`src/inc/dcr_pkg.sv`:
```
// Package for the device control register block.
// Assumes an APB slave with 32-bit data and one register word per offset.
package dcr_pkg;

    // Register map
    localparam logic [11:0] DEVICE_CONTROL_OFFSET = 12'h048;
    localparam logic [11:0] DEBUG_CONTROL_OFFSET = 12'h100;

    // Field positions in device_control and in the debug control word
    localparam int CORR_BIT = 0;
    localparam int NONFATAL_BIT = 1;
    localparam int FATAL_BIT = 2;
    localparam int UNSUP_BIT = 3;
    localparam int PAYLOAD_LSB = 5;
    localparam int WIDE_TAG_BIT = 8;
    localparam int SEQ_TAG_BIT = 0;

    // Reset values and the fixed supported payload code
    localparam logic [3:0] REPORT_RESET = 4'h0;
    localparam logic [2:0] PAYLOAD_RESET = 3'h0;
    localparam logic WIDE_TAG_RESET = 1'b0;
    localparam logic SEQ_TAG_RESET = 1'b0;
    localparam logic [2:0] SUPPORTED_PAYLOAD_CODE = 3'h4;

    // Payload encodings
    localparam logic [2:0] PAYLOAD_LAST_LEGAL = 3'h5;
    localparam logic [12:0] PAYLOAD_MIN_BYTES = 13'h0080;

    // Tag ranges
    localparam logic [7:0] NARROW_TAG_MAX = 8'h1f;
    localparam logic [7:0] WIDE_TAG_MAX = 8'hff;

    // Stored control fields
    typedef struct packed {
        logic wide_tag_enable;
        logic [2:0] payload_limit;
        logic unsupported_request_report_enable;
        logic fatal_report_enable;
        logic nonfatal_report_enable;
        logic correctable_report_enable;
    } dcr_ctrl_type;

endpackage : dcr_pkg

```
`src/logic/dcr_device_control.sv`:
```
// Device control register of a switch port, with its debug tag generator.
// Assumes an APB master on CLK; reset RST is asynchronous, active high.
`timescale 1ns/1ps

module dcr_device_control
    import dcr_pkg::*;
(
    input wire logic CLK,
    input wire logic RST,
    input wire logic PSEL,
    input wire logic PENABLE,
    input wire logic PWRITE,
    input wire logic [11:0] PADDR,
    input wire logic [31:0] PWDATA,
    input wire logic [3:0] PSTRB,
    output logic [31:0] PRDATA,
    output logic PREADY,
    output logic PSLVERR,
    input wire logic TAG_ADVANCE,
    input wire logic PASS_NO_SNOOP,
    input wire logic [2:0] PASS_READ_SIZE,
    output logic CORR_REPORT_ENABLE,
    output logic NONFATAL_REPORT_ENABLE,
    output logic FATAL_REPORT_ENABLE,
    output logic UNSUP_REPORT_ENABLE,
    output logic RELAXED_ORDERING_ATTR,
    output logic FWD_NO_SNOOP,
    output logic [2:0] FWD_READ_SIZE,
    output logic [12:0] PAYLOAD_BYTES,
    output logic [2:0] SUPPORTED_PAYLOAD,
    output logic DEBUG_SEQ_TAG,
    output logic [7:0] TAG_VALUE
);

    dcr_ctrl_type ctrl;
    logic seq_tag;
    logic [7:0] tag;
    logic [12:0] payload_bytes;
    logic fwd_no_snoop;
    logic [2:0] fwd_read_size;

    // Bus phase decode
    wire access = PSEL && PENABLE;
    wire hit_ctrl = PADDR == DEVICE_CONTROL_OFFSET;
    wire hit_debug = PADDR == DEBUG_CONTROL_OFFSET;
    wire mapped = hit_ctrl || hit_debug;
    wire wr_ctrl = access && PWRITE && hit_ctrl;
    wire wr_debug = access && PWRITE && hit_debug;

    // Byte lane writes; only implemented fields take data
    wire [15:0] ctrl_word = {1'b0, 3'h0, 1'b0, 1'b0, 1'b0, ctrl.wide_tag_enable,
                             ctrl.payload_limit, 1'b0, ctrl.unsupported_request_report_enable,
                             ctrl.fatal_report_enable, ctrl.nonfatal_report_enable,
                             ctrl.correctable_report_enable};
    wire [15:0] next_word = {PSTRB[1] ? PWDATA[15:8] : ctrl_word[15:8],
                             PSTRB[0] ? PWDATA[7:0] : ctrl_word[7:0]};
    wire dcr_ctrl_type next_ctrl = '{
        wide_tag_enable: next_word[WIDE_TAG_BIT],
        payload_limit: next_word[PAYLOAD_LSB +: 3],
        unsupported_request_report_enable: next_word[UNSUP_BIT],
        fatal_report_enable: next_word[FATAL_BIT],
        nonfatal_report_enable: next_word[NONFATAL_BIT],
        correctable_report_enable: next_word[CORR_BIT]
    };
    wire next_seq_tag = PSTRB[0] ? PWDATA[SEQ_TAG_BIT] : seq_tag;

    // Effective payload size, reserved codes fall back to the minimum
    wire payload_legal = ctrl.payload_limit <= PAYLOAD_LAST_LEGAL;
    wire [12:0] next_payload_bytes = payload_legal
        ? 13'(PAYLOAD_MIN_BYTES << ctrl.payload_limit)
        : PAYLOAD_MIN_BYTES;

    // Tag range selection
    wire [7:0] tag_max = ctrl.wide_tag_enable ? WIDE_TAG_MAX : NARROW_TAG_MAX;
    wire [7:0] next_tag = (tag >= tag_max) ? 8'h00 : 8'(tag + 8'h01);

    // Read mux
    wire [31:0] read_data = hit_ctrl ? {16'h0000, ctrl_word}
                          : hit_debug ? {31'h0, seq_tag}
                          : 32'h0000_0000;

    // Register writes
    always_ff @(posedge CLK or posedge RST)
    begin
        if (RST)
        begin
            ctrl <= '{WIDE_TAG_RESET, PAYLOAD_RESET, REPORT_RESET[3], REPORT_RESET[2],
                      REPORT_RESET[1], REPORT_RESET[0]};
            seq_tag <= SEQ_TAG_RESET;
        end
        else
        begin
            if (wr_ctrl)
                ctrl <= next_ctrl;
            if (wr_debug)
                seq_tag <= next_seq_tag;
        end
    end

    // Read data register
    always_ff @(posedge CLK or posedge RST)
    begin
        if (RST)
            PRDATA <= 32'h0000_0000;
        else if (PSEL && !PENABLE && !PWRITE)
            PRDATA <= read_data;
    end

    // Debug tag generator, frozen at zero while off
    always_ff @(posedge CLK or posedge RST)
    begin
        if (RST)
            tag <= 8'h00;
        else if (!seq_tag)
            tag <= 8'h00;
        else if (TAG_ADVANCE)
            tag <= next_tag;
    end

    // Payload and pass-through attributes
    always_ff @(posedge CLK or posedge RST)
    begin
        if (RST)
        begin
            payload_bytes <= PAYLOAD_MIN_BYTES;
            fwd_no_snoop <= 1'b0;
            fwd_read_size <= 3'h0;
        end
        else
        begin
            payload_bytes <= next_payload_bytes;
            fwd_no_snoop <= PASS_NO_SNOOP;
            fwd_read_size <= PASS_READ_SIZE;
        end
    end

    // Outputs
    assign PREADY = 1'b1;
    assign PSLVERR = access && !mapped;
    assign CORR_REPORT_ENABLE = ctrl.correctable_report_enable;
    assign NONFATAL_REPORT_ENABLE = ctrl.nonfatal_report_enable;
    assign FATAL_REPORT_ENABLE = ctrl.fatal_report_enable;
    assign UNSUP_REPORT_ENABLE = ctrl.unsupported_request_report_enable;
    assign RELAXED_ORDERING_ATTR = 1'b0;
    assign FWD_NO_SNOOP = fwd_no_snoop;
    assign FWD_READ_SIZE = fwd_read_size;
    assign PAYLOAD_BYTES = payload_bytes;
    assign SUPPORTED_PAYLOAD = SUPPORTED_PAYLOAD_CODE;
    assign DEBUG_SEQ_TAG = seq_tag;
    assign TAG_VALUE = tag;

    // Checks
    a_report_reset: assert property (@(posedge CLK) $fell(RST) |-> ctrl[3:0] == 4'h0)
        else $error("report enables not zero after reset");
    a_report_write: assert property (@(posedge CLK) disable iff (RST)
        wr_ctrl && PSTRB[0] |=> ctrl[3:0] == $past(PWDATA[3:0]))
        else $error("report enables did not take write");
    a_readonly_zero: assert property (@(posedge CLK) disable iff (RST)
        ctrl_word[15:9] == 7'h0 && ctrl_word[4] == 1'b0)
        else $error("read-only bits not zero");
    a_ro_attr: assert property (@(posedge CLK) disable iff (RST)
        access && !PWRITE && hit_ctrl |-> PRDATA[4] == 1'b0 && !RELAXED_ORDERING_ATTR)
        else $error("relaxed ordering visible");
    a_payload_legal: assert property (@(posedge CLK) disable iff (RST)
        ##1 ctrl.payload_limit == 3'h2 && $stable(ctrl) |=> PAYLOAD_BYTES == 13'd512)
        else $error("payload decode wrong");
    a_payload_reserved: assert property (@(posedge CLK) disable iff (RST)
        ctrl.payload_limit > 3'h5 |=> PAYLOAD_BYTES == 13'd128)
        else $error("reserved payload code not 128");
    a_tag_narrow: assert property (@(posedge CLK) disable iff (RST)
        seq_tag && !ctrl.wide_tag_enable && TAG_ADVANCE && tag == 8'd31 |=> tag == 8'd0)
        else $error("narrow tag did not wrap at 31");
    a_tag_wide: assert property (@(posedge CLK) disable iff (RST)
        seq_tag && ctrl.wide_tag_enable && TAG_ADVANCE && tag == 8'd31 |=> tag == 8'd32)
        else $error("wide tag wrapped early");
    a_tag_idle: assert property (@(posedge CLK) disable iff (RST)
        !seq_tag |=> tag == 8'h00)
        else $error("tag moves outside debug mode");
    a_pass_through: assert property (@(posedge CLK) disable iff (RST)
        1'b1 |=> FWD_NO_SNOOP == $past(PASS_NO_SNOOP)
            && FWD_READ_SIZE == $past(PASS_READ_SIZE))
        else $error("pass-through attribute altered");
    a_supported_code: assert property (@(posedge CLK) SUPPORTED_PAYLOAD == 3'h4)
        else $error("supported payload code wrong");
    c_ctrl_write: cover property (@(posedge CLK) disable iff (RST) wr_ctrl);
    c_reserved_code: cover property (@(posedge CLK) disable iff (RST) ctrl.payload_limit == 3'h7);
    c_wide_wrap: cover property (@(posedge CLK) disable iff (RST)
        seq_tag && ctrl.wide_tag_enable && tag == 8'hff && TAG_ADVANCE);
    c_unmapped: cover property (@(posedge CLK) disable iff (RST) PSLVERR);

    // Report enables follow byte lane 0 of a write, one bit each
    a_corr_write: assert property (@(posedge CLK) disable iff (RST)
        wr_ctrl && PSTRB[0] |=> CORR_REPORT_ENABLE == $past(PWDATA[0]))
        else $error("correctable enable did not take write");

    a_nonfatal_write: assert property (@(posedge CLK) disable iff (RST)
        wr_ctrl && PSTRB[0] |=> NONFATAL_REPORT_ENABLE == $past(PWDATA[1]))
        else $error("non-fatal enable did not take write");

    a_fatal_write: assert property (@(posedge CLK) disable iff (RST)
        wr_ctrl && PSTRB[0] |=> FATAL_REPORT_ENABLE == $past(PWDATA[2]))
        else $error("fatal enable did not take write");

    a_unsup_write: assert property (@(posedge CLK) disable iff (RST)
        wr_ctrl && PSTRB[0] |=> UNSUP_REPORT_ENABLE == $past(PWDATA[3]))
        else $error("unsupported request enable did not take write");

    a_ctrl_hold: assert property (@(posedge CLK) disable iff (RST)
        !wr_ctrl |=> $stable(ctrl))
        else $error("control fields changed without a write");

    a_lane0_keep: assert property (@(posedge CLK) disable iff (RST)
        wr_ctrl && !PSTRB[0] |=> ctrl[3:0] == $past(ctrl[3:0]))
        else $error("report enables changed with lane 0 off");

    // Relaxed ordering never shows, on the pin or in read data
    a_relaxed_attr: assert property (@(posedge CLK) disable iff (RST)
        RELAXED_ORDERING_ATTR == 1'b0)
        else $error("relaxed ordering attribute set");

    a_relaxed_read: assert property (@(posedge CLK) disable iff (RST)
        PSEL && !PENABLE && !PWRITE && hit_ctrl |=> PRDATA[4] == 1'b0)
        else $error("relaxed ordering bit read as one");

    // Payload limit storage and decode, one cycle behind the field
    a_payload_write: assert property (@(posedge CLK) disable iff (RST)
        wr_ctrl && PSTRB[0] |=> ctrl.payload_limit == $past(PWDATA[7:5]))
        else $error("payload limit did not take write");

    a_payload_code0: assert property (@(posedge CLK) disable iff (RST)
        ctrl.payload_limit == 3'h0 |=> PAYLOAD_BYTES == 13'h0080)
        else $error("payload code 0 not 128 bytes");

    a_payload_code1: assert property (@(posedge CLK) disable iff (RST)
        ctrl.payload_limit == 3'h1 |=> PAYLOAD_BYTES == 13'h0100)
        else $error("payload code 1 not 256 bytes");

    a_payload_code2: assert property (@(posedge CLK) disable iff (RST)
        ctrl.payload_limit == 3'h2 |=> PAYLOAD_BYTES == 13'h0200)
        else $error("payload code 2 not 512 bytes");

    a_payload_code3: assert property (@(posedge CLK) disable iff (RST)
        ctrl.payload_limit == 3'h3 |=> PAYLOAD_BYTES == 13'h0400)
        else $error("payload code 3 not 1024 bytes");

    a_payload_code4: assert property (@(posedge CLK) disable iff (RST)
        ctrl.payload_limit == 3'h4 |=> PAYLOAD_BYTES == 13'h0800)
        else $error("payload code 4 not 2048 bytes");

    a_payload_code5: assert property (@(posedge CLK) disable iff (RST)
        ctrl.payload_limit == 3'h5 |=> PAYLOAD_BYTES == 13'h1000)
        else $error("payload code 5 not 4096 bytes");

    a_payload_range: assert property (@(posedge CLK) disable iff (RST)
        PAYLOAD_BYTES >= 13'h0080 && PAYLOAD_BYTES <= 13'h1000)
        else $error("payload size out of range");

    // Reserved payload codes act as the smallest size
    a_payload_code6: assert property (@(posedge CLK) disable iff (RST)
        ctrl.payload_limit == 3'h6 |=> PAYLOAD_BYTES == 13'h0080)
        else $error("payload code 6 not 128 bytes");

    a_payload_code7: assert property (@(posedge CLK) disable iff (RST)
        ctrl.payload_limit == 3'h7 |=> PAYLOAD_BYTES == 13'h0080)
        else $error("payload code 7 not 128 bytes");

    // Wide tag enable follows byte lane 1 only
    a_wide_tag_write: assert property (@(posedge CLK) disable iff (RST)
        wr_ctrl && PSTRB[1] |=> ctrl.wide_tag_enable == $past(PWDATA[8]))
        else $error("wide tag enable did not take write");

    a_wide_tag_keep: assert property (@(posedge CLK) disable iff (RST)
        wr_ctrl && !PSTRB[1] |=> ctrl.wide_tag_enable == $past(ctrl.wide_tag_enable))
        else $error("wide tag enable changed with lane 1 off");

    // Debug tag counter steps, holds and wraps
    a_tag_step: assert property (@(posedge CLK) disable iff (RST)
        seq_tag && TAG_ADVANCE && tag < 8'h1f |=> tag == 8'($past(tag) + 8'h01))
        else $error("tag did not step by one");

    a_tag_hold: assert property (@(posedge CLK) disable iff (RST)
        seq_tag && !TAG_ADVANCE |=> tag == $past(tag))
        else $error("tag moved without advance");

    a_narrow_bound: assert property (@(posedge CLK) disable iff (RST)
        seq_tag && !ctrl.wide_tag_enable && TAG_ADVANCE && tag > 8'h1f |=> tag == 8'h00)
        else $error("narrow tag left above its range");

    a_wide_wrap: assert property (@(posedge CLK) disable iff (RST)
        seq_tag && ctrl.wide_tag_enable && TAG_ADVANCE && tag == 8'hff |=> tag == 8'h00)
        else $error("wide tag did not wrap at 255");

    a_debug_write: assert property (@(posedge CLK) disable iff (RST)
        wr_debug && PSTRB[0] |=> seq_tag == $past(PWDATA[0]))
        else $error("debug tag control did not take write");

    // Hardwired fields always read zero
    a_phantom_read: assert property (@(posedge CLK) disable iff (RST)
        PSEL && !PENABLE && !PWRITE && hit_ctrl |=> PRDATA[9] == 1'b0)
        else $error("phantom function bit read as one");

    a_aux_read: assert property (@(posedge CLK) disable iff (RST)
        PSEL && !PENABLE && !PWRITE && hit_ctrl |=> PRDATA[10] == 1'b0)
        else $error("aux power bit read as one");

    a_no_snoop_read: assert property (@(posedge CLK) disable iff (RST)
        PSEL && !PENABLE && !PWRITE && hit_ctrl |=> PRDATA[11] == 1'b0)
        else $error("no-snoop bit read as one");

    a_read_size_read: assert property (@(posedge CLK) disable iff (RST)
        PSEL && !PENABLE && !PWRITE && hit_ctrl |=> PRDATA[14:12] == 3'h0)
        else $error("read request size read nonzero");

    a_upper_read: assert property (@(posedge CLK) disable iff (RST)
        PSEL && !PENABLE && !PWRITE && hit_ctrl |=> PRDATA[31:15] == 17'h00000)
        else $error("reserved bits read nonzero");

    // Unmapped accesses are refused and change nothing
    a_unmapped_error: assert property (@(posedge CLK) disable iff (RST)
        access && !mapped |-> PSLVERR)
        else $error("unmapped access not refused");

    a_mapped_ok: assert property (@(posedge CLK) disable iff (RST)
        access && mapped |-> !PSLVERR)
        else $error("mapped access refused");

    a_unmapped_keep: assert property (@(posedge CLK) disable iff (RST)
        access && PWRITE && !mapped |=> $stable(ctrl) && $stable(seq_tag))
        else $error("unmapped write changed a register");

    a_unmapped_read: assert property (@(posedge CLK) disable iff (RST)
        PSEL && !PENABLE && !PWRITE && !mapped |=> PRDATA == 32'h0000_0000)
        else $error("unmapped read nonzero");
    c_narrow_wrap: cover property (@(posedge CLK) disable iff (RST)
        seq_tag && !ctrl.wide_tag_enable && tag == 8'h1f && TAG_ADVANCE);

endmodule : dcr_device_control

```
`config.mk`:
```
export PLATFORM = sky130hd
export DESIGN_NAME = dcr_device_control
export DESIGN_NICKNAME = d
export VERILOG_FILES = /design/src/inc/dcr_pkg.sv /design/src/logic/dcr_device_control.sv
export SDC_FILE = /design/constraint.sdc
export NUM_CORES = 1
export LEC_CHECK = 0
export BUFFER_PORTS_ARGS = -buffer_cell sky130_fd_sc_hd__buf_2
export CORE_UTILIZATION = 45
export CTS_CLUSTER_DIAMETER = 80
export DETAILED_ROUTE_END_ITERATION = 7
export GPL_TIMING_DRIVEN = 0
export PLACE_DENSITY = 0.85
export SLEW_MARGIN = 30
export SYNTH_ARGS = -nofsm -noshare
export SYNTH_HDL_FRONTEND = slang
export SYNTH_SLANG_ARGS = --single-unit
```
`constraint.sdc`:
```
create_clock -name CLK -period 3.4 [get_ports CLK]
set_clock_uncertainty 0.1 [all_clocks]
set_input_delay 0.68 -clock CLK [delete_from_list [all_inputs] [get_ports CLK]]
set_output_delay 0.68 -clock CLK [all_outputs]
set_load 0.01 [all_outputs]
```
# Word level (Yosys, flattened, before mapping)
# Cells that the tools add are included.
[word_totals]
register_bits = 66
output_inout_bits = 68
elab_cells = 40
[classes]
addsub = 1
magnitude_cmp = 2
n_eq_ne = 3
shift = 1
mux = 7
n_reduce_logical = 14
[ops]
columns = ["operator", "count"]
rows = [
  ["8-bit 2-to-1 mux", 4],
  ["13-bit 2-to-1 mux", 1],
  ["8-bit by 3-bit left shift with 13-bit output (first input constant)", 1],
  ["12-bit by 7-bit equality test with 1-bit output (second input constant)", 1],
  ["12-bit by 9-bit equality test with 1-bit output (second input constant)", 1],
  ["9-bit 2-to-1 mux", 1],
  ["8-bit by 1-bit adder with 8-bit output (second input constant)", 1],
  ["8-bit >= comparator", 1],
  ["1-bit logical AND", 7],
  ["2-bit AND reduction", 3],
  ["3-bit <= comparator (second input constant)", 1],
  ["1-bit zero test", 3],
  ["2-bit inequality test (second input constant)", 1],
  ["1-bit logical OR", 1],
  ["1-bit 2-to-1 mux", 1],
]

# Longest topological paths before layout
# Gate-level depths: netlist (run 1).
[depth]
word_depth = 5
depth_mapped = 6
mapped_depth_nobuf = 6

# Least setup slack after synthesis (run 1)
# OpenSTA, ideal clock, no wires.
[synth_path]
kind = "in2out"
from = "input port PADDR[2]"
to = "output port PSLVERR"
t_arrival_ns = 1.443
t_required_ns = 2.620
setup_slack_ns = 1.177
stages = 3
path_buffers = 0
path_cell_list = "nor3_1 > nand4_1 > and4_1"
[synth_between]
elab_chain_cells = 4
[synth_rtl]
columns = ["item", "line", "source"]
rows = [
  ["start, declared", "dcr_device_control.sv:13", "input wire logic [11:0] PADDR,"],
  ["12-bit by 7-bit equality test with 1-bit output / 12-bit by 9-bit equality test with 1-bit output (equally long branches)", "dcr_device_control.sv:44, dcr_device_control.sv:45", ""],
  ["1-bit logical OR *", "dcr_device_control.sv:46", "wire mapped = hit_ctrl || hit_debug;"],
  ["1-bit zero test *", "dcr_device_control.sv:139", "assign PSLVERR = access && !mapped;"],
  ["1-bit logical AND *", "dcr_device_control.sv:139", ""],
  ["end, declared", "dcr_device_control.sv:18", "output logic PSLVERR,"],
]
# Every way passes the cells marked *; elsewhere a longest branch is shown, timed or not.

# Worst setup path in the final report (run 1)
# Same ends and word-level chain as after synthesis.

==> results of run 1 <==
-- worst register-to-register path, cell delays in order, from the launching register on --
cell,delay [ps]
dfrtp_1,400
inv_1,120
ha_1,260
a21o_1,200
a21oi_2,350
and2_1,270
a32o_1,190
-- worst max path at each step --
| stage | startpoint | to |
|---|---|---|
| finish | PADDR[2] | PSLVERR |
| floorplan | PADDR[2] | PSLVERR |
| global placement | PADDR[11] | PSLVERR |
| detailed placement | PADDR[2] | PSLVERR |
| CTS | PADDR[2] | PSLVERR |
| global route | PADDR[2] | PSLVERR |
-- cell families after synthesis --
family / Yosys count / synth area share
other: 2 / 0.00397
flip-flops: 35 / 0.464
buffers and inverters: 43 / 0.164
AND/OR/NAND/NOR: 50 / 0.169
multiplexers: 10 / 0.0589
adder cells (fa/ha/maj): 4 / 0.0265
AO/OA/AOI/OAI: 27 / 0.114
-- layer usage --
layer	up-vias	track usage	part of all wire
li1	755	-	-
met3	2	0.0719	0.077
met1	713	0.200	0.40
met5	-	0	0
met2	71	0.312	0.52
met4	0	0.0239	0.0029
-- cells in the mapped netlist (all sizes together) (3+ instances only) --
master  count
a21o        3
a21oi       5
a22o        7
a31o        4
a32o        4
and3b       3
and4        3
buf        37
dfrtp      34
ha          4
inv         3
mux2        9
nand2       7
nand3       4
nand4       6
nor2       12
nor3b       4
-- area by class of cell --
| class | instances | area, sq um |
|---|---|---|
| Fill cell | 346 | 1540 |
| Sequential cell | 35 | 877 |
| Multi-Input combinational cell | 127 | 832 |
| Timing Repair Buffer | 63 | 315 |
| Buffer | 40 | 299 |
| Clock buffer | 5 | 68.8 |
| Tap cell | 50 | 62.6 |
| Clock inverter | 3 | 23.8 |
| Inverter | 3 | 11.3 |
-- registers in the layout, summed over array words and instances, names as in the netlist --
name	count
CORR_REPORT_ENABLE	1
DEBUG_SEQ_TAG	1
FATAL_REPORT_ENABLE	1
FWD_NO_SNOOP	1
FWD_READ_SIZE	3
NONFATAL_REPORT_ENABLE	1
PAYLOAD_BYTES	6
PRDATA	8
TAG_VALUE	8
UNSUP_REPORT_ENABLE	1
ctrl	4
-- placed cells by master, fill, tap and decap left out, types with 2 or more instances in the layout --
cell,instances
a21o_1,3
nor3_1,2
inv_1,2
clkbuf_8,5
nor2_4,2
nand4_1,5
and3b_1,2
ha_1,4
nor2_1,10
nand2b_1,2
and3_1,2
a31o_2,4
a21oi_1,4
mux2_2,9
dfrtp_1,34
conb_1,36
buf_2,64
buf_4,36
nand3_1,4
a22o_1,7
and4_1,3
nor3b_1,4
clkinvlp_4,2
nand2_1,7
a32o_1,4
-- power breakdown --
| part | internal [W] | total [W] | switching [W] |
|---|---|---|---|
| registers | 0.000418 | 0.000419 | 0.000000672 |
| clock network | 0.000146 | 0.000310 | 0.000164 |
| logic | 0.0000453 | 0.0000924 | 0.0000472 |
| total | 0.000610 | 0.000822 | 0.000211 |
-- stage by stage --
step / cells / setup WS, ps / utilization / power (W) / cell area [sq um]
final: 326 / 895 / 0.618 / 0.000822 / 2490
after global routing: 326 / 772 / 0.618 / 0.000856 / 2490
after CTS: 326 / 888 / 0.618 / 0.000828 / 2490
after detailed placement: 318 / 884 / 0.595 / 0.000519 / 2400
after global placement: 318 / 925 / 0.595 / 0.000518 / 2400
after floorplan: 205 / 1180 / - / 0.000492 / 2020
==> metrics.txt, run 1 <==
# TYPE chip_impl_metric gauge
chip_impl_info{name="outcome",value="complete, no violations"} 1
chip_impl_info{name="crit-reg2reg-capture",value="TAG_VALUE[4]"} 1
chip_impl_metric{name="pwr_density_cell",unit="nW/um^2"} 330
chip_impl_metric{name="drc",unit=""} 0
chip_impl_metric{name="clockBufferDepth",unit=""} 2
chip_impl_info{name="critPathCaptureType",value="output port"} 1
chip_impl_metric{name="grt_max_degree",unit=""} 36
chip_impl_info{name="critical_register_to_register_path_startpoint",value="ctrl[7]"} 1
chip_impl_info{name="yosysTopAreaCell",value="dfrtp_1"} 1
chip_impl_metric{name="worst_r2r_path_depth",unit=""} 6
chip_impl_metric{name="fmaxAchievable",unit="MHz"} 399
chip_impl_metric{name="num_vias",unit=""} 1541
chip_impl_metric{name="power_leakage",unit="nW"} 1.41
chip_impl_metric{name="grt_antenna_before_repair",unit=""} 0
chip_impl_metric{name="floorplan_die_width",unit="um"} 66.8
chip_impl_metric{name="area_overhead_of_the_layout_relative_to_synthesis",unit="%"} 31.6
chip_impl_metric{name="synthesis.instances",unit=""} 171
chip_impl_metric{name="synth.yosys.seq_area_share",unit=""} 0.464
chip_impl_metric{name="period_needed",unit="ps"} 2510
chip_impl_metric{name="ctsHoldBuffers",unit=""} 0
chip_impl_metric{name="final_nets",unit=""} 337
chip_impl_metric{name="grt_util_all_layers",unit=""} 0.176
chip_impl_metric{name="critical_path_required",unit="ps"} 2620
chip_impl_metric{name="cts.repair_timing.setup_buffer_count",unit=""} 0
chip_impl_metric{name="fin_hold_ws",unit="ps"} 396
chip_impl_metric{name="routed_antenna_nets",unit=""} 0
chip_impl_metric{name="netlist_area",unit="sq um"} 1890
chip_impl_info{name="crit_family",value="simple AND/OR/NAND/NOR gates"} 1
chip_impl_metric{name="r2r_setup_slack",unit="ps"} 1450
chip_impl_metric{name="worstMarginPinSlew",unit="ps"} 707
chip_impl_metric{name="effective_utilization_at_floorplan",unit=""} 0.470
chip_impl_metric{name="ios",unit=""} 126
chip_impl_metric{name="syn_avg_cell_area",unit="sq um"} 11.1
chip_impl_metric{name="synthesis.yosys.warnings",unit=""} 0
chip_impl_metric{name="timing.critical_path.buf_inv",unit=""} 2
chip_impl_info{name="timing.hold.worst.class",value="in -> async"} 1
chip_impl_metric{name="ys_ff_latch",unit=""} 35
chip_impl_metric{name="insertedDiodeCount",unit=""} 0
chip_impl_metric{name="first_iter_violations",unit=""} 111
chip_impl_metric{name="drt-wirelength-per-cell",unit="um"} 11.5
chip_impl_metric{name="vias_per_cell",unit=""} 4.73
chip_impl_metric{name="die-height",unit="um"} 66.8
chip_impl_metric{name="summed_negative_setup_slack_over_all_endpoints",unit="ps"} 0
chip_impl_info{name="critical_path.most_common_cell",value="buf_2"} 1
chip_impl_info{name="cts_tree",value="built"} 1
chip_impl_metric{name="post_synth_num_cell_types",unit=""} 40
chip_impl_metric{name="cts.sinks",unit=""} 35
chip_impl_metric{name="cts-buffers-inserted",unit=""} 5
chip_impl_metric{name="drv.max_cap_violation_count",unit=""} 0
chip_impl_metric{name="worstSetupPathDepth",unit=""} 5
chip_impl_info{name="criticalPathCategory",value="in -> out"} 1
chip_impl_info{name="clk_root_buffer_cell",value="clkbuf_8"} 1
chip_impl_metric{name="critPathMaxFanout",unit=""} 3
chip_impl_info{name="cp_slowest_cell",value="nor3_1"} 1
chip_impl_metric{name="critPathMaxStageDelay",unit="ps"} 340
chip_impl_metric{name="grt_first_pass_wirelength",unit="mm"} 5.73
chip_impl_metric{name="port_buffers",unit=""} 63
chip_impl_metric{name="worstSkewPairLatency",unit="ps"} 280
chip_impl_metric{name="grt-ovfl-total",unit=""} 0
chip_impl_metric{name="design.core.area",unit="sq um"} 4030
chip_impl_metric{name="layout-drive-gt1-share",unit=""} 0.467
chip_impl_info{name="worstPathCellList",value="buf_2 > nor3_1 > nand4_1 > and4_1 > buf_2"} 1
chip_impl_metric{name="floorplan_die_area",unit="sq um"} 4470
chip_impl_metric{name="critical_path_arrival",unit="ps"} 1730
chip_impl_metric{name="globalplace.congestion",unit=""} 0.830
chip_impl_info{name="synth_top_flop_cell",value="dfrtp_1"} 1
chip_impl_metric{name="number_of_iterations_in_the_first_detailed_routing_pass",unit=""} 4
chip_impl_info{name="rsz0062_at_grt",value="false"} 1
chip_impl_metric{name="async_flop_share",unit=""} 1.00
chip_impl_metric{name="synth_top_area_share",unit=""} 0.450
chip_impl_metric{name="clk_pin_slew",unit="ps"} 80
chip_impl_metric{name="core.rowCount",unit=""} 23
chip_impl_metric{name="fin_hold_viols",unit=""} 0
chip_impl_metric{name="setup_violations",unit=""} 0
chip_impl_metric{name="synth_enable_flop_cells",unit=""} 0
chip_impl_info{name="start_kind",value="input port"} 1
chip_impl_metric{name="detailed_place_hpwl",unit="mm"} 2.91
chip_impl_metric{name="max-slew-margin-rel",unit=""} 0.528
chip_impl_metric{name="post_cts_resized",unit=""} 0
chip_impl_metric{name="finalWirelength",unit="mm"} 3.76
chip_impl_metric{name="grt_pass1_vias",unit=""} 1348
chip_impl_metric{name="timing.final.max_slew_violations",unit=""} 0
chip_impl_info{name="synth_top_cells_by_area",value="dfrtp_1 (45%), buf_4 (14%), mux2_2 (5.4%), a22o_1 (3.2%), ha_1 (2.6%)"} 1
chip_impl_metric{name="ir_drop",unit="V"} 0.000378
chip_impl_metric{name="min_period_over_period",unit=""} 0.737
chip_impl_metric{name="cts.htree.levels",unit=""} 2
No activity file was read; power rests on OpenSTA's default activity.
==> run 2: changes to the inputs <==
--- a/config.mk
+++ b/config.mk
@@ -6,11 +6,11 @@
 export NUM_CORES = 1
 export LEC_CHECK = 0
 export BUFFER_PORTS_ARGS = -buffer_cell sky130_fd_sc_hd__buf_2
-export CORE_UTILIZATION = 45
+export CORE_UTILIZATION = 42
 export CTS_CLUSTER_DIAMETER = 80
 export DETAILED_ROUTE_END_ITERATION = 7
 export GPL_TIMING_DRIVEN = 0
-export PLACE_DENSITY = 0.85
+export PLACE_DENSITY = 0.8
 export SLEW_MARGIN = 30
 export SYNTH_ARGS = -nofsm -noshare
 export SYNTH_HDL_FRONTEND = slang
==> constraint.sdc (replaced) <==
create_clock -name CLK -period 2.4 [get_ports CLK]
set_clock_uncertainty 0.1 [all_clocks]
set_input_delay 0.48 -clock CLK [delete_from_list [all_inputs] [get_ports CLK]]
set_output_delay 0.48 -clock CLK [all_outputs]
set_load 0.01 [all_outputs]
==> run 2 against run 1 <==
Against the previous run: via count decreased by 3.7%; clock power increased by 45%; routed wire length decreased by 4.3%; critical path type unchanged; critical endpoint unchanged; largest cell class unchanged; highest routed layer is now met3.
==> metrics.txt, run 2 (synthesis gave the netlist of run 1 again) <==
# TYPE chip_impl_metric gauge
chip_impl_metric{name="regArea",unit="sq um"} 877
chip_impl_info{name="critical_register_to_register_path_startpoint",value="TAG_VALUE[6]"} 1
chip_impl_metric{name="power_leakage",unit="nW"} 1.42
chip_impl_metric{name="port_buffers",unit=""} 63
chip_impl_metric{name="area_overhead_of_the_layout_relative_to_synthesis",unit="%"} 32.1
chip_impl_info{name="crit-reg2reg-capture",value="TAG_VALUE[4]"} 1
chip_impl_metric{name="drc",unit=""} 0
chip_impl_metric{name="total_power",unit="W"} 0.00118
chip_impl_info{name="outcome",value="complete, no violations"} 1
chip_impl_metric{name="fin_hold_viols",unit=""} 0
chip_impl_metric{name="critical_path_required",unit="ps"} 1820
chip_impl_info{name="rsz0062_at_grt",value="false"} 1
chip_impl_metric{name="ctsHoldBuffers",unit=""} 0
chip_impl_metric{name="ios",unit=""} 126
chip_impl_metric{name="ir_drop",unit="V"} 0.000400
chip_impl_metric{name="drv.max_cap_violation_count",unit=""} 0
chip_impl_info{name="start_kind",value="input port"} 1
chip_impl_metric{name="cts-buffers-inserted",unit=""} 5
chip_impl_metric{name="worstMarginPinSlew",unit="ps"} 728
chip_impl_metric{name="post_cts_resized",unit=""} 0
chip_impl_metric{name="critPathMaxFanout",unit=""} 3
chip_impl_metric{name="grt_antenna_before_repair",unit=""} 0
chip_impl_metric{name="finalWirelength",unit="mm"} 3.60
chip_impl_metric{name="clockBufferDepth",unit=""} 2
chip_impl_info{name="grt_most_used_layer",value="met2"} 1
chip_impl_metric{name="final.fill_count",unit=""} 403
chip_impl_info{name="criticalPathCategory",value="in -> out"} 1
chip_impl_metric{name="clk_pin_slew",unit="ps"} 70
chip_impl_metric{name="timing.final.max_slew_violations",unit=""} 0
chip_impl_metric{name="cts.sinks",unit=""} 35
chip_impl_info{name="critPathCaptureType",value="output port"} 1
chip_impl_metric{name="grt_first_pass_wirelength",unit="mm"} 6.11
chip_impl_metric{name="period_needed",unit="ps"} 2120
chip_impl_metric{name="r2r_setup_slack",unit="ps"} 480
chip_impl_metric{name="die-height",unit="um"} 69.1
chip_impl_metric{name="num_vias",unit=""} 1484
chip_impl_metric{name="design.core.area",unit="sq um"} 4350
chip_impl_metric{name="layout-drive-gt1-share",unit=""} 0.467
chip_impl_metric{name="grt_util_all_layers",unit=""} 0.155
chip_impl_metric{name="routed_antenna_nets",unit=""} 0
chip_impl_info{name="final_common_cell",value="buf_2"} 1
chip_impl_metric{name="summed_negative_setup_slack_over_all_endpoints",unit="ps"} 0
chip_impl_metric{name="final_nets",unit=""} 337
chip_impl_metric{name="use_met3",unit=""} 0.0424
chip_impl_metric{name="setup_violations",unit=""} 0
chip_impl_metric{name="pwr_density_cell",unit="nW/um^2"} 471
chip_impl_info{name="whs_endpoint",value="FWD_READ_SIZE[1]"} 1
chip_impl_metric{name="min_period_over_period",unit=""} 0.885
chip_impl_metric{name="multi_input_comb_area",unit="sq um"} 832
chip_impl_metric{name="worstSkewPairLatency",unit="ps"} 280
chip_impl_info{name="cts_tree",value="built"} 1
chip_impl_metric{name="globalplace.congestion",unit=""} 0.830
chip_impl_metric{name="max-slew-margin-rel",unit=""} 0.514
chip_impl_metric{name="grt-ovfl-total",unit=""} 0
chip_impl_metric{name="drt-wirelength-per-cell",unit="um"} 11.0
chip_impl_metric{name="grt_pass1_vias",unit=""} 1366
chip_impl_info{name="mostFrequentLayoutCells",value="buf_2 (64), buf_4 (36), conb_1 (36), dfrtp_1 (34), nor2_1 (10)"} 1
chip_impl_metric{name="use_met1",unit=""} 0.198
chip_impl_info{name="timing.hold.worst.class",value="in -> reg"} 1
chip_impl_metric{name="fmaxAchievable",unit="MHz"} 471
chip_impl_metric{name="cts.htree.levels",unit=""} 2
chip_impl_metric{name="worst_hold_stages",unit=""} 1
chip_impl_metric{name="grt_max_degree",unit=""} 36
chip_impl_metric{name="worst_r2r_path_depth",unit=""} 5
chip_impl_metric{name="grt_use_met2",unit=""} 0.265
chip_impl_info{name="timing.hold.worst.start",value="PASS_READ_SIZE[1]"} 1
chip_impl_metric{name="core.rowCount",unit=""} 24
chip_impl_metric{name="first_iter_violations",unit=""} 67
chip_impl_metric{name="number_of_iterations_in_the_first_detailed_routing_pass",unit=""} 4
chip_impl_metric{name="effective_utilization_at_floorplan",unit=""} 0.434
chip_impl_metric{name="post_dp_cell_area",unit="sq um"} 2400
chip_impl_info{name="clk_root_buffer_cell",value="clkbuf_8"} 1
chip_impl_metric{name="vias_per_cell",unit=""} 4.52
chip_impl_metric{name="floorplan_die_width",unit="um"} 69.1
chip_impl_metric{name="detailed_place_hpwl",unit="mm"} 2.72
chip_impl_metric{name="floorplan_die_area",unit="sq um"} 4780
chip_impl_metric{name="critical_path_arrival",unit="ps"} 1540
chip_impl_metric{name="final_non_filler_cell_area",unit="sq um"} 2500
chip_impl_metric{name="insertedDiodeCount",unit=""} 0
chip_impl_metric{name="cts.repair_timing.setup_buffer_count",unit=""} 0
[run 2: final cells by class]
class | count | area share
Inverter | 3 | 0.00451
Sequential cell | 35 | 0.351
Multi-Input combinational cell | 127 | 0.333
Clock inverter | 2 | 0.00651
Clock buffer | 6 | 0.0330
Buffer | 40 | 0.120
Tap cell | 52 | 0.0260
Timing Repair Buffer | 63 | 0.126
[run 2: report_power, final]
| part | internal (W) | switching, W | total (W) |
|---|---|---|---|
| registers | 0.000593 | 0.000000836 | 0.000594 |
| logic | 0.0000641 | 0.0000670 | 0.000131 |
| clock network | 0.000234 | 0.000217 | 0.000451 |
[run 2: worst max path at each step]
stage,to,from,depth (start not counted)
after floorplan,PSLVERR,PADDR[2],3
after global placement,PSLVERR,PADDR[2],5
after detailed placement,PSLVERR,PADDR[2],5
after CTS,PSLVERR,PADDR[2],5
after global routing,PSLVERR,PADDR[2],5
final,PSLVERR,PADDR[2],5
[run 2: through the flow]
stage	utilization	setup WS (ps)	hold slack [ps]	std cells
after detailed placement	0.551	260	387	320
after floorplan	-	577	384	205
after global routing	0.574	171	199	328
after global placement	0.551	320	385	320
after CTS	0.574	260	199	328
final	0.574	276	209	328
[run 2: routing by layer]
layer  vias to the layer above  wire length (um)
met2                        56              1740
met5                         -                 0
met1                       679              1590
met3                         0               275
li1                        749                 -
met4                         0                 0
[run 2: worst max-delay path, cell delays in order]
cell     delay (ps)
buf_2            90
nor3_1          360
nand4_1         230
and4_1          240
buf_2           130
